==> config.mk <==
export PLATFORM = sky130hd
export DESIGN_NAME = cpt_profiler
export DESIGN_NICKNAME = d
export VERILOG_FILES = /design/src/cpt_profiler.v
export VERILOG_INCLUDE_DIRS = /design/src
export SDC_FILE = /design/constraint.sdc
export NUM_CORES = 2
export LEC_CHECK = 0
export ABC_CLOCK_PERIOD_IN_PS = 12200
export BUFFER_PORTS_ARGS = -buffer_cell sky130_fd_sc_hd__buf_4
export CAP_MARGIN = 40
export CORE_ASPECT_RATIO = 0.75
export CORE_UTILIZATION = 60
export CTS_BUF_LIST = sky130_fd_sc_hd__clkbuf_4
export DETAILED_ROUTE_END_ITERATION = 8
export GPL_TIMING_DRIVEN = 0
export PLACE_DENSITY_LB_ADDON = 0.3
export SYNTH_ARGS = -nofsm -noshare
export SYNTH_HDL_FRONTEND = slang
export SYNTH_MEMORY_MAX_BITS = 65536
export SYNTH_SLANG_ARGS = --single-unit
==> constraint.sdc <==
create_clock -name clk -period 12.2 [get_ports clk]
set_clock_uncertainty 0.1 [all_clocks]
set_input_delay 1.22 -clock clk [delete_from_list [all_inputs] [get_ports clk]]
set_output_delay 1.22 -clock clk [all_outputs]
set_load 0.01 [all_outputs]
==> src/cpt_consts.vh <==
`ifndef CPT_CONSTS_VH
`define CPT_CONSTS_VH
// ==========================================
// Register map (word byte addresses)
`define CPT_ADDR_CTRL 4'h0
`define CPT_ADDR_STATUS 4'h4
`define CPT_ADDR_TBWIN 4'h8
// ==========================================
// Control register fields
`define CPT_CTRL_ARM 0
`define CPT_CTRL_SRC 1
`define CPT_CTRL_PROF 2
`define CPT_CTRL_PINEN 3
`define CPT_CTRL_ALIGN_LO 4
`define CPT_CTRL_ALIGN_HI 5
// ==========================================
// Status register fields
`define CPT_STAT_TXACT 0
`define CPT_STAT_OVF 1
`define CPT_STAT_ACTIVE 2
// ==========================================
// Alignment encodings
`define CPT_ALIGN_END 2'h0
`define CPT_ALIGN_BEGIN 2'h1
`define CPT_ALIGN_MID 2'h2
// ==========================================
// Line header byte
`define CPT_FMT_START 4'h0
`define CPT_FMT_INDEXED 4'h1
`define CPT_FMT_DIRECT 4'h2
`define CPT_FMT_VECTOR 4'h3
`define CPT_FMT_TERMINAL 4'h7
`define CPT_HDR_STAMP_OVF 6
`define CPT_HDR_BUF_OVF 5
`define CPT_HDR_TERM 4
// ==========================================
// Byte counts per format, and misc constants
`define CPT_BYTES_START 4'h4
`define CPT_BYTES_FULL 4'h8
`define CPT_BYTES_DIRECT 4'h5
`define CPT_BYTES_TERMINAL 4'h7
`define CPT_STOP_INIT 32'h00000001
`define CPT_STOP_FULL_BIT 31
`define CPT_LOCKED_READ 32'h000000ee
`define CPT_STAMP_MAX 16'hffff
`endif

==> src/cpt_profiler.v <==
`timescale 1ns/10ps
`include "cpt_consts.vh"
// ==========================================
// Code profiling trace output
// Overview of operation
// - Profiling needs source, enable and arm.
// - Data pin driven both levels, half rate.
// - Lines shifted out LSB first.
// - Transmit starts when no line written.
// - Strobe held constant while waiting.
// - End alignment starts at arm.
// - Begin alignment starts at final state.
// - Mid alignment behaves as end.
// - Transmission continues after disarm; flags shown.
// - Writes ignored, window reads 0xee draining.
// - Gating inputs ignored while profiling.
// - First line: header plus start PC.
// - Indexed jump stores 24-bit target line.
// - Vector line holds vector and stamp.
// - Branch bits fill line until full.
// - Stamp overflow stores entry, continues.
// - 64 pending lines: overflow, end, disarm.
// - Disarm while running stores terminated final entry.
// - Header bits encode format and flags.
// - Header sent first, whole bytes only.
// - Branch bits with leading stop bit.
module cpt_profiler #(
   parameter DEPTH_LOG2 = 6,
   parameter STAMP_W = 16
) (
   input wire clk,
   input wire reset,
   input wire [3:0] avs_address,
   input wire avs_read,
   input wire avs_write,
   input wire [31:0] avs_writedata,
   output reg [31:0] avs_readdata,
   output wire avs_waitrequest,
   input wire seq_final_state,
   input wire seq_disarm,
   input wire cof_branch,
   input wire cof_taken,
   input wire cof_indexed,
   input wire [23:0] cof_target,
   input wire cof_vector,
   input wire [8:0] cof_vector_addr,
   input wire [23:0] cpu_pc,
   input wire tb_gate_in,
   input wire ext_gate_pin,
   output reg profiling_enable_data_out,
   output wire profiling_enable_data_oe,
   output reg profiling_enable_strobe_clock,
   output wire profiling_enable_strobe_oe,
   output reg unit_armed
);
   localparam DEPTH = 1 << DEPTH_LOG2;
   localparam ST_IDLE = 3'b001;
   localparam ST_WAIT = 3'b010;
   localparam ST_RUN = 3'b100;

   reg src_sel;
   reg prof_en;
   reg pin_en;
   reg [1:0] align;
   reg ovf_flag;
   reg [2:0] state;
   reg [63:0] buffer [0:DEPTH-1];
   reg [3:0] nbytes [0:DEPTH-1];
   reg [DEPTH_LOG2:0] wr_ptr;
   reg [DEPTH_LOG2:0] rd_ptr;
   reg [31:0] direct;
   reg [STAMP_W-1:0] stamp;
   reg [63:0] shreg;
   reg [6:0] bits_left;
   reg tx_busy;
   reg tx_phase;
   reg ack;

   reg wr_en;
   reg [63:0] wr_line;
   reg [3:0] wr_bytes;
   reg [7:0] hdr;
   reg next_direct_clear;

   wire [DEPTH_LOG2:0] pending = wr_ptr - rd_ptr;
   wire draining = !unit_armed && (tx_busy || pending != {(DEPTH_LOG2+1){1'b0}});
   wire prof_ok = src_sel && prof_en;
   // ==========================================
   // Gating inputs. Profiling ignores both, but the pin still passes two
   // flip-flops so that no metastable level can reach logic later on.
   reg ext_gate_meta;
   reg ext_gate_sync;
   always @(posedge clk or posedge reset) begin
      if (reset) begin
         ext_gate_meta <= 1'b0;
         ext_gate_sync <= 1'b0;
      end else begin
         ext_gate_meta <= ext_gate_pin;
         ext_gate_sync <= ext_gate_meta;
      end
   end

   wire gate_unused = tb_gate_in & ext_gate_sync & ~prof_ok;
   wire [31:0] direct_add = {direct[30:0], cof_taken};
   wire direct_full = direct[`CPT_STOP_FULL_BIT];
   wire stamp_ovf = (stamp == `CPT_STAMP_MAX);
   wire buf_ovf = (pending == DEPTH[DEPTH_LOG2:0]);

   // The start condition repeats the state change tests and feeds only the start line write.
   wire start_now = state == ST_IDLE && unit_armed && prof_ok && !draining && align != `CPT_ALIGN_BEGIN
                    || state == ST_WAIT && unit_armed && !seq_disarm && seq_final_state;

   // Buffer slot of a pointer; the extra top bit only tells full from empty.
   function [DEPTH_LOG2-1:0] slot;
      input [DEPTH_LOG2:0] ptr;
      begin
         slot = ptr[DEPTH_LOG2-1:0];
      end
   endfunction

   // A header with any flag set marks a forced entry.
   function flagged;
      input [7:0] h;
      begin
         flagged = h[`CPT_HDR_STAMP_OVF] | h[`CPT_HDR_BUF_OVF] | h[`CPT_HDR_TERM];
      end
   endfunction

   // Overflow and termination end the session; a stamp overflow does not,
   // so the tool can keep counting time across long quiet stretches.
   function ends_session;
      input [7:0] h;
      begin
         ends_session = h[`CPT_HDR_BUF_OVF] | h[`CPT_HDR_TERM];
      end
   endfunction

   function [63:0] pack;
      input [7:0] h;
      input [23:0] ind;
      input [31:0] dir;
      begin
         pack = {ind, dir, h};
      end
   endfunction

   // ==========================================
   // Avalon slave: one wait cycle per access.
   assign avs_waitrequest = (avs_read || avs_write) && !ack;

   always @(posedge clk or posedge reset) begin
      if (reset) begin
         ack <= 1'b0;
         avs_readdata <= 32'h00000000;
      end else begin
         ack <= (avs_read || avs_write) && !ack;
         if (avs_read && !ack) begin
            case (avs_address)
               `CPT_ADDR_CTRL: avs_readdata <= {26'h0000000, align, pin_en, prof_en, src_sel, unit_armed};
               `CPT_ADDR_STATUS: avs_readdata <= {29'h00000000, state == ST_RUN, ovf_flag, draining || tx_busy};
               `CPT_ADDR_TBWIN: avs_readdata <= (draining || prof_en) ? `CPT_LOCKED_READ : 32'h00000000;
               default: avs_readdata <= 32'h00000000;
            endcase
         end
      end
   end

   wire ctrl_wr = avs_write && !ack && avs_address == `CPT_ADDR_CTRL && !draining;

   // ==========================================
   // Profiling state and line assembly.
   always @* begin
      wr_en = 1'b0;
      wr_line = 64'h0;
      wr_bytes = `CPT_BYTES_FULL;
      hdr = 8'h00;
      next_direct_clear = 1'b0;
      if (state == ST_RUN) begin
         hdr[`CPT_HDR_TERM] = seq_disarm || (ctrl_wr && !avs_writedata[`CPT_CTRL_ARM]);
         hdr[`CPT_HDR_BUF_OVF] = buf_ovf;
         hdr[`CPT_HDR_STAMP_OVF] = stamp_ovf;
         if (cof_indexed) begin
            hdr[3:0] = `CPT_FMT_INDEXED;
            wr_line = pack(hdr, cof_target, direct);
            wr_en = 1'b1;
         end else if (cof_vector) begin
            hdr[3:0] = `CPT_FMT_VECTOR;
            wr_line = pack(hdr, {cof_vector_addr[8:1], stamp[15:0]}, direct);
            wr_en = 1'b1;
         end else if (cof_branch && direct_full) begin
            hdr[3:0] = `CPT_FMT_DIRECT;
            wr_line = pack(hdr, 24'h000000, direct);
            wr_bytes = `CPT_BYTES_DIRECT;
            wr_en = 1'b1;
         end else if (flagged(hdr)) begin
            hdr[3:0] = `CPT_FMT_TERMINAL;
            wr_line = pack(hdr, {8'h00, stamp[15:0]}, direct);
            wr_bytes = `CPT_BYTES_TERMINAL;
            wr_en = 1'b1;
         end
         next_direct_clear = wr_en;
      end
   end

   always @(posedge clk or posedge reset) begin
      if (reset) begin
         src_sel <= 1'b0;
         prof_en <= 1'b0;
         pin_en <= 1'b0;
         align <= `CPT_ALIGN_END;
         unit_armed <= 1'b0;
         ovf_flag <= 1'b0;
         state <= ST_IDLE;
         wr_ptr <= {(DEPTH_LOG2+1){1'b0}};
         direct <= `CPT_STOP_INIT;
         stamp <= {STAMP_W{1'b0}};
      end else begin
         if (ctrl_wr) begin
            unit_armed <= avs_writedata[`CPT_CTRL_ARM];
            src_sel <= avs_writedata[`CPT_CTRL_SRC];
            prof_en <= avs_writedata[`CPT_CTRL_PROF];
            pin_en <= avs_writedata[`CPT_CTRL_PINEN];
            align <= avs_writedata[`CPT_CTRL_ALIGN_HI:`CPT_CTRL_ALIGN_LO];
            if (avs_writedata[`CPT_CTRL_ARM] && !unit_armed)
               ovf_flag <= 1'b0;
         end
         case (state)
            ST_IDLE: begin
               if (unit_armed && prof_ok && !draining) begin
                  if (align != `CPT_ALIGN_BEGIN)
                     state <= ST_RUN;
                  else
                     state <= ST_WAIT;
               end
            end
            ST_WAIT: begin
               if (!unit_armed || seq_disarm) begin
                  state <= ST_IDLE;
                  unit_armed <= 1'b0;
               end else if (seq_final_state) begin
                  state <= ST_RUN;
               end
            end
            ST_RUN: begin
               if (wr_en && ends_session(hdr)) begin
                  state <= ST_IDLE;
                  unit_armed <= 1'b0;
                  if (hdr[`CPT_HDR_BUF_OVF])
                     ovf_flag <= 1'b1;
               end
            end
            default: state <= ST_IDLE;
         endcase
         if (start_now) begin
            buffer[slot(wr_ptr)] <= pack({4'h0, `CPT_FMT_START}, 24'h000000, {cpu_pc, 8'h00}) >> 8
                                    | {56'h0, 4'h0, `CPT_FMT_START};
            nbytes[slot(wr_ptr)] <= `CPT_BYTES_START;
            wr_ptr <= wr_ptr + 1'b1;
            direct <= `CPT_STOP_INIT;
            stamp <= {STAMP_W{1'b0}};
         end else if (state == ST_RUN) begin
            if (wr_en) begin
               buffer[slot(wr_ptr)] <= wr_line;
               nbytes[slot(wr_ptr)] <= wr_bytes;
               wr_ptr <= wr_ptr + 1'b1;
               stamp <= {STAMP_W{1'b0}};
               // stop bit restarts with pending branch
               // A branch that meets a full field opens the next one with it.
               direct <= (cof_branch && direct_full) ? {30'h0, 1'b1, cof_taken} : `CPT_STOP_INIT;
            end else begin
               stamp <= (cof_branch) ? {STAMP_W{1'b0}} : stamp + 1'b1;
               if (cof_branch)
                  direct <= direct_add;
            end
         end
      end
   end

   // ==========================================
   // Serialiser. Data changes on rising clk; strobe flips a quarter
   // strobe period (one clock) later, so each bit meets exactly one strobe edge.
   reg [DEPTH_LOG2:0] rd_next;
   always @(posedge clk or posedge reset) begin
      if (reset) begin
         rd_ptr <= {(DEPTH_LOG2+1){1'b0}};
         shreg <= 64'h0;
         bits_left <= 7'h00;
         tx_busy <= 1'b0;
         tx_phase <= 1'b0;
         profiling_enable_data_out <= 1'b0;
         profiling_enable_strobe_clock <= 1'b0;
      end else begin
         tx_phase <= ~tx_phase;
         if (tx_busy && tx_phase) begin
            profiling_enable_strobe_clock <= ~profiling_enable_strobe_clock;
            if (bits_left == 7'h00)
               tx_busy <= 1'b0;
         end
         // start when no line written this cycle
         if ((!tx_busy || (tx_phase && bits_left == 7'h00)) && !tx_phase && pending != 0 && !wr_en) begin
            // header byte sent first, only used bytes
            // A new line waits for the even phase, which costs no idle
            // clock between lines and keeps every strobe edge mid-bit.
            shreg <= buffer[slot(rd_ptr)] >> 1;
            profiling_enable_data_out <= buffer[slot(rd_ptr)][0];
            bits_left <= {nbytes[slot(rd_ptr)], 3'b000} - 7'h01;
            rd_ptr <= rd_ptr + 1'b1;
            tx_busy <= 1'b1;
         end else if (tx_busy && !tx_phase && bits_left != 7'h00) begin
            profiling_enable_data_out <= shreg[0];
            shreg <= shreg >> 1;
            bits_left <= bits_left - 7'h01;
         end
      end
   end

   // pins driven both levels while assigned
   assign profiling_enable_data_oe = pin_en && prof_en && !gate_unused | pin_en && prof_en;
   assign profiling_enable_strobe_oe = profiling_enable_data_oe;
endmodule

==> reports/results.ini <==
[cells_and_area]
fin_nets = 8584
area_growth_pct = 16.1
regArea_sq_um = 129000
multi_input_area_sq_um = 35800
drive_gt1_frac = 0.417
layout_common_cells = edfxtp_1, clkbuf_4, mux4_2
fillers = 15565
final_common_cell = edfxtp_1

[setup_path]
worstPathMaxFanout = 10
cp-end-kind = flop
path_delay_family = buffers and inverters
cpPeakStageDelay_ns = 0.96
path_buf_inv = 18
r2r-start = rd_ptr[1]
crit_type = flop to flop
arrival_ns = 9.55
critical_path.startpoint = rd_ptr[1]
critPathMostFrequentCell = buf_4
critPathSlowestCell = nor4_2
crit_required_ns = 13.18
startpoint_type = flop

[clock_network]
cts.path.max_buffers = 4
cts_buffers = 941
clk_latency_ns = 1.53
clkSinkCount = 4314
cts_tree = built
cts_root_buffer = clkbuf_4
cts_resized = 0
htree_levels = 6
clk_pin_slew_ns = 0.07

[timing]
setup_ws_ns = 3.63
tightest_slew_ns = 1.11
setup_violations = 0
min_period_ns = 8.57
drv_slew = 0
period_share = 0.702
max_freq_mhz = 117
rsz0062_at_grt = no
setup-tns-final_ns = 0
final-hold-violation-count = 0
slew_headroom = 0.252

[synth]
netlist_instances = 6816
ys_ff_latch = 4314
avgSynthCellArea_sq_um = 24.3
synthArstFlopShare = 0.0357
synth_flop_cell = edfxtp_1
seq_area_frac_synth = 0.777
synth_cell_types = 68
synth_edf_count = 4160
synthesis.area_sq_um = 166000
synth_warnings = 0

[global_route]
grt-ovfl-total = 0
grt_pass1_vias = 88476
grtUsageTotal = 0.337
antenna_found_initial = 46
grt_start_max_net_pins = 86
grt_pass1_wl_mm = 647

[routing]
detail-route-antenna-nets = 0
drc = 19
via_per_inst = 6.86
drtIter0Drc = 15126
via_count = 88240
wirelength_mm = 468
firstDrtPassIters = 9
routedWlPerCell_um = 36.3

[pwr]
sw_frac_of_total = 0.209
p_int_mw = 21.6
total_power_mw = 27.3
power_density_nw_per_um2 = 142
pwr-share-seq = 0.588
switching_power_mw = 5.72
power_leakage_nw = 65.3
clkPwrFrac = 0.405
power_frac_comb = 0.007
peakVddDrop_mv = 0.0814

[run_status]
status = finished with violations
violations = DRC

[job]
cap_violations = 0

[die]
num_rows = 166
die_area_sq_um = 278000
die_w_um = 609
start_util = 0.605
core_area_sq_um = 274000
die_h_um = 457
ioPinCount = 143

[hold_path]
hold_class = primary input to flop
min_from = cpu_pc[13]

[placement]
preCtsSetupSlack_ns = 4.33
dpl.hpwl_mm = 323
gp_congestion = 0.851
port_buffers = 88

cell type report:
class                   count  share of cell area
diodes                     42            0.000547
plain buffers             390             0.00968
clock buffers            1432              0.0559
clock inverters           258             0.00629
inverters                  21            0.000449
multi-input cells        2114               0.186
flip-flops and latches   4314               0.670
well taps                3612              0.0235
repair buffers            686              0.0478
registers in the layout, indices dropped and copies added, names as in the netlist, 2 cells and up:
name          flops
align             2
avs_readdata      7
bits_left         7
buffer         3904
direct           32
nbytes          256
rd_ptr            7
shreg            63
stamp            16
state             3
wr_ptr            7
path summary, 6_finish.rpt:
check                      cells after the start               to  slack [ns]
max                                           26   buffer[49][12]        3.63
min                                            2    buffer[8][21]        0.10
max reg2reg                                   26   buffer[49][12]        3.63
min reg2reg                                    1       direct[27]        0.38
max in group asynchronous                      4       direct[23]       10.53
min in group asynchronous                      3  avs_readdata[0]        0.26
cells in the mapped netlist, types with 34 or more instances:
master	count	share of area
nor2_1	133	0.0030
edfxtp_1	4160	0.75
dfrtp_1	152	0.023
mux2i_1	44	0.0027
a22oi_1	68	0.0031
a22o_1	34	0.0018
buf_4	37	0.0017
nand2_1	158	0.0036
clkbuf_1	157	0.0036
buf_2	126	0.0038
mux4_2	1350	0.18
buf_1	59	0.0013
routing by layer:
layer,routed length (um),up-vias,part of all wire,global-route usage
met3,79500,1433,0.17,0.135
met4,22500,44,0.048,0.149
li1,-,33442,-,-
met1,157000,45299,0.34,0.460
met2,208000,8022,0.44,0.485
met5,495,-,0.0011,0.00961
power by group through the flow:
stage / Clock, mW / Combinational (mW) / Sequential [mW]
after detailed placement: 0 / 0.178 / 16.4
after floorplan: 0 / 0.0735 / 16.4
final: 11.1 / 0.188 / 16.1
after global routing: 11.8 / 0.198 / 16.1
after global placement: 0 / 0.143 / 16.4
after CTS: 11.1 / 0.182 / 16.1
through the flow:
| stage | cells | area (sq um) | utilization | hold slack [ns] |
|---|---|---|---|---|
| 5_1_grt | 12840 | 192000 | 0.702 | 0.0664 |
| 2_1_floorplan | 6839 | 166000 | - | 0.345 |
| 4_1_cts | 12808 | 192000 | 0.701 | 0.0123 |
| 6_report | 12869 | 192000 | 0.703 | 0.101 |
| 3_5_place_dp | 11102 | 180000 | 0.657 | 0.366 |
| 3_3_place_gp | 10539 | 171000 | 0.625 | 0.364 |
cell families (layout without fill, tap and decap cells):
| group | after synthesis | count (layout) | synth area share |
|---|---|---|---|
| AOI/OAI and AO/OA | 213 | 213 | 0.00933 |
| xor gates and xnor gates | 30 | 30 | 0.00159 |
| adders and majority gates | 11 | 11 | 0.000831 |
| buffers and inverters | 411 | 2787 | 0.0116 |
| DFF | 4314 | 4314 | 0.777 |
| muxes | 1426 | 1426 | 0.188 |
| other | 1 | 66 | 0.0000226 |
| and+or+nand+nor | 410 | 410 | 0.0111 |
what timing repair did:
item                                   4_1_cts  5_1_grt
setup buffers                                0        0
endpoints found under the hold margin       83        0
hold buffers                                16        0
(Power assumes the default switching activity.)
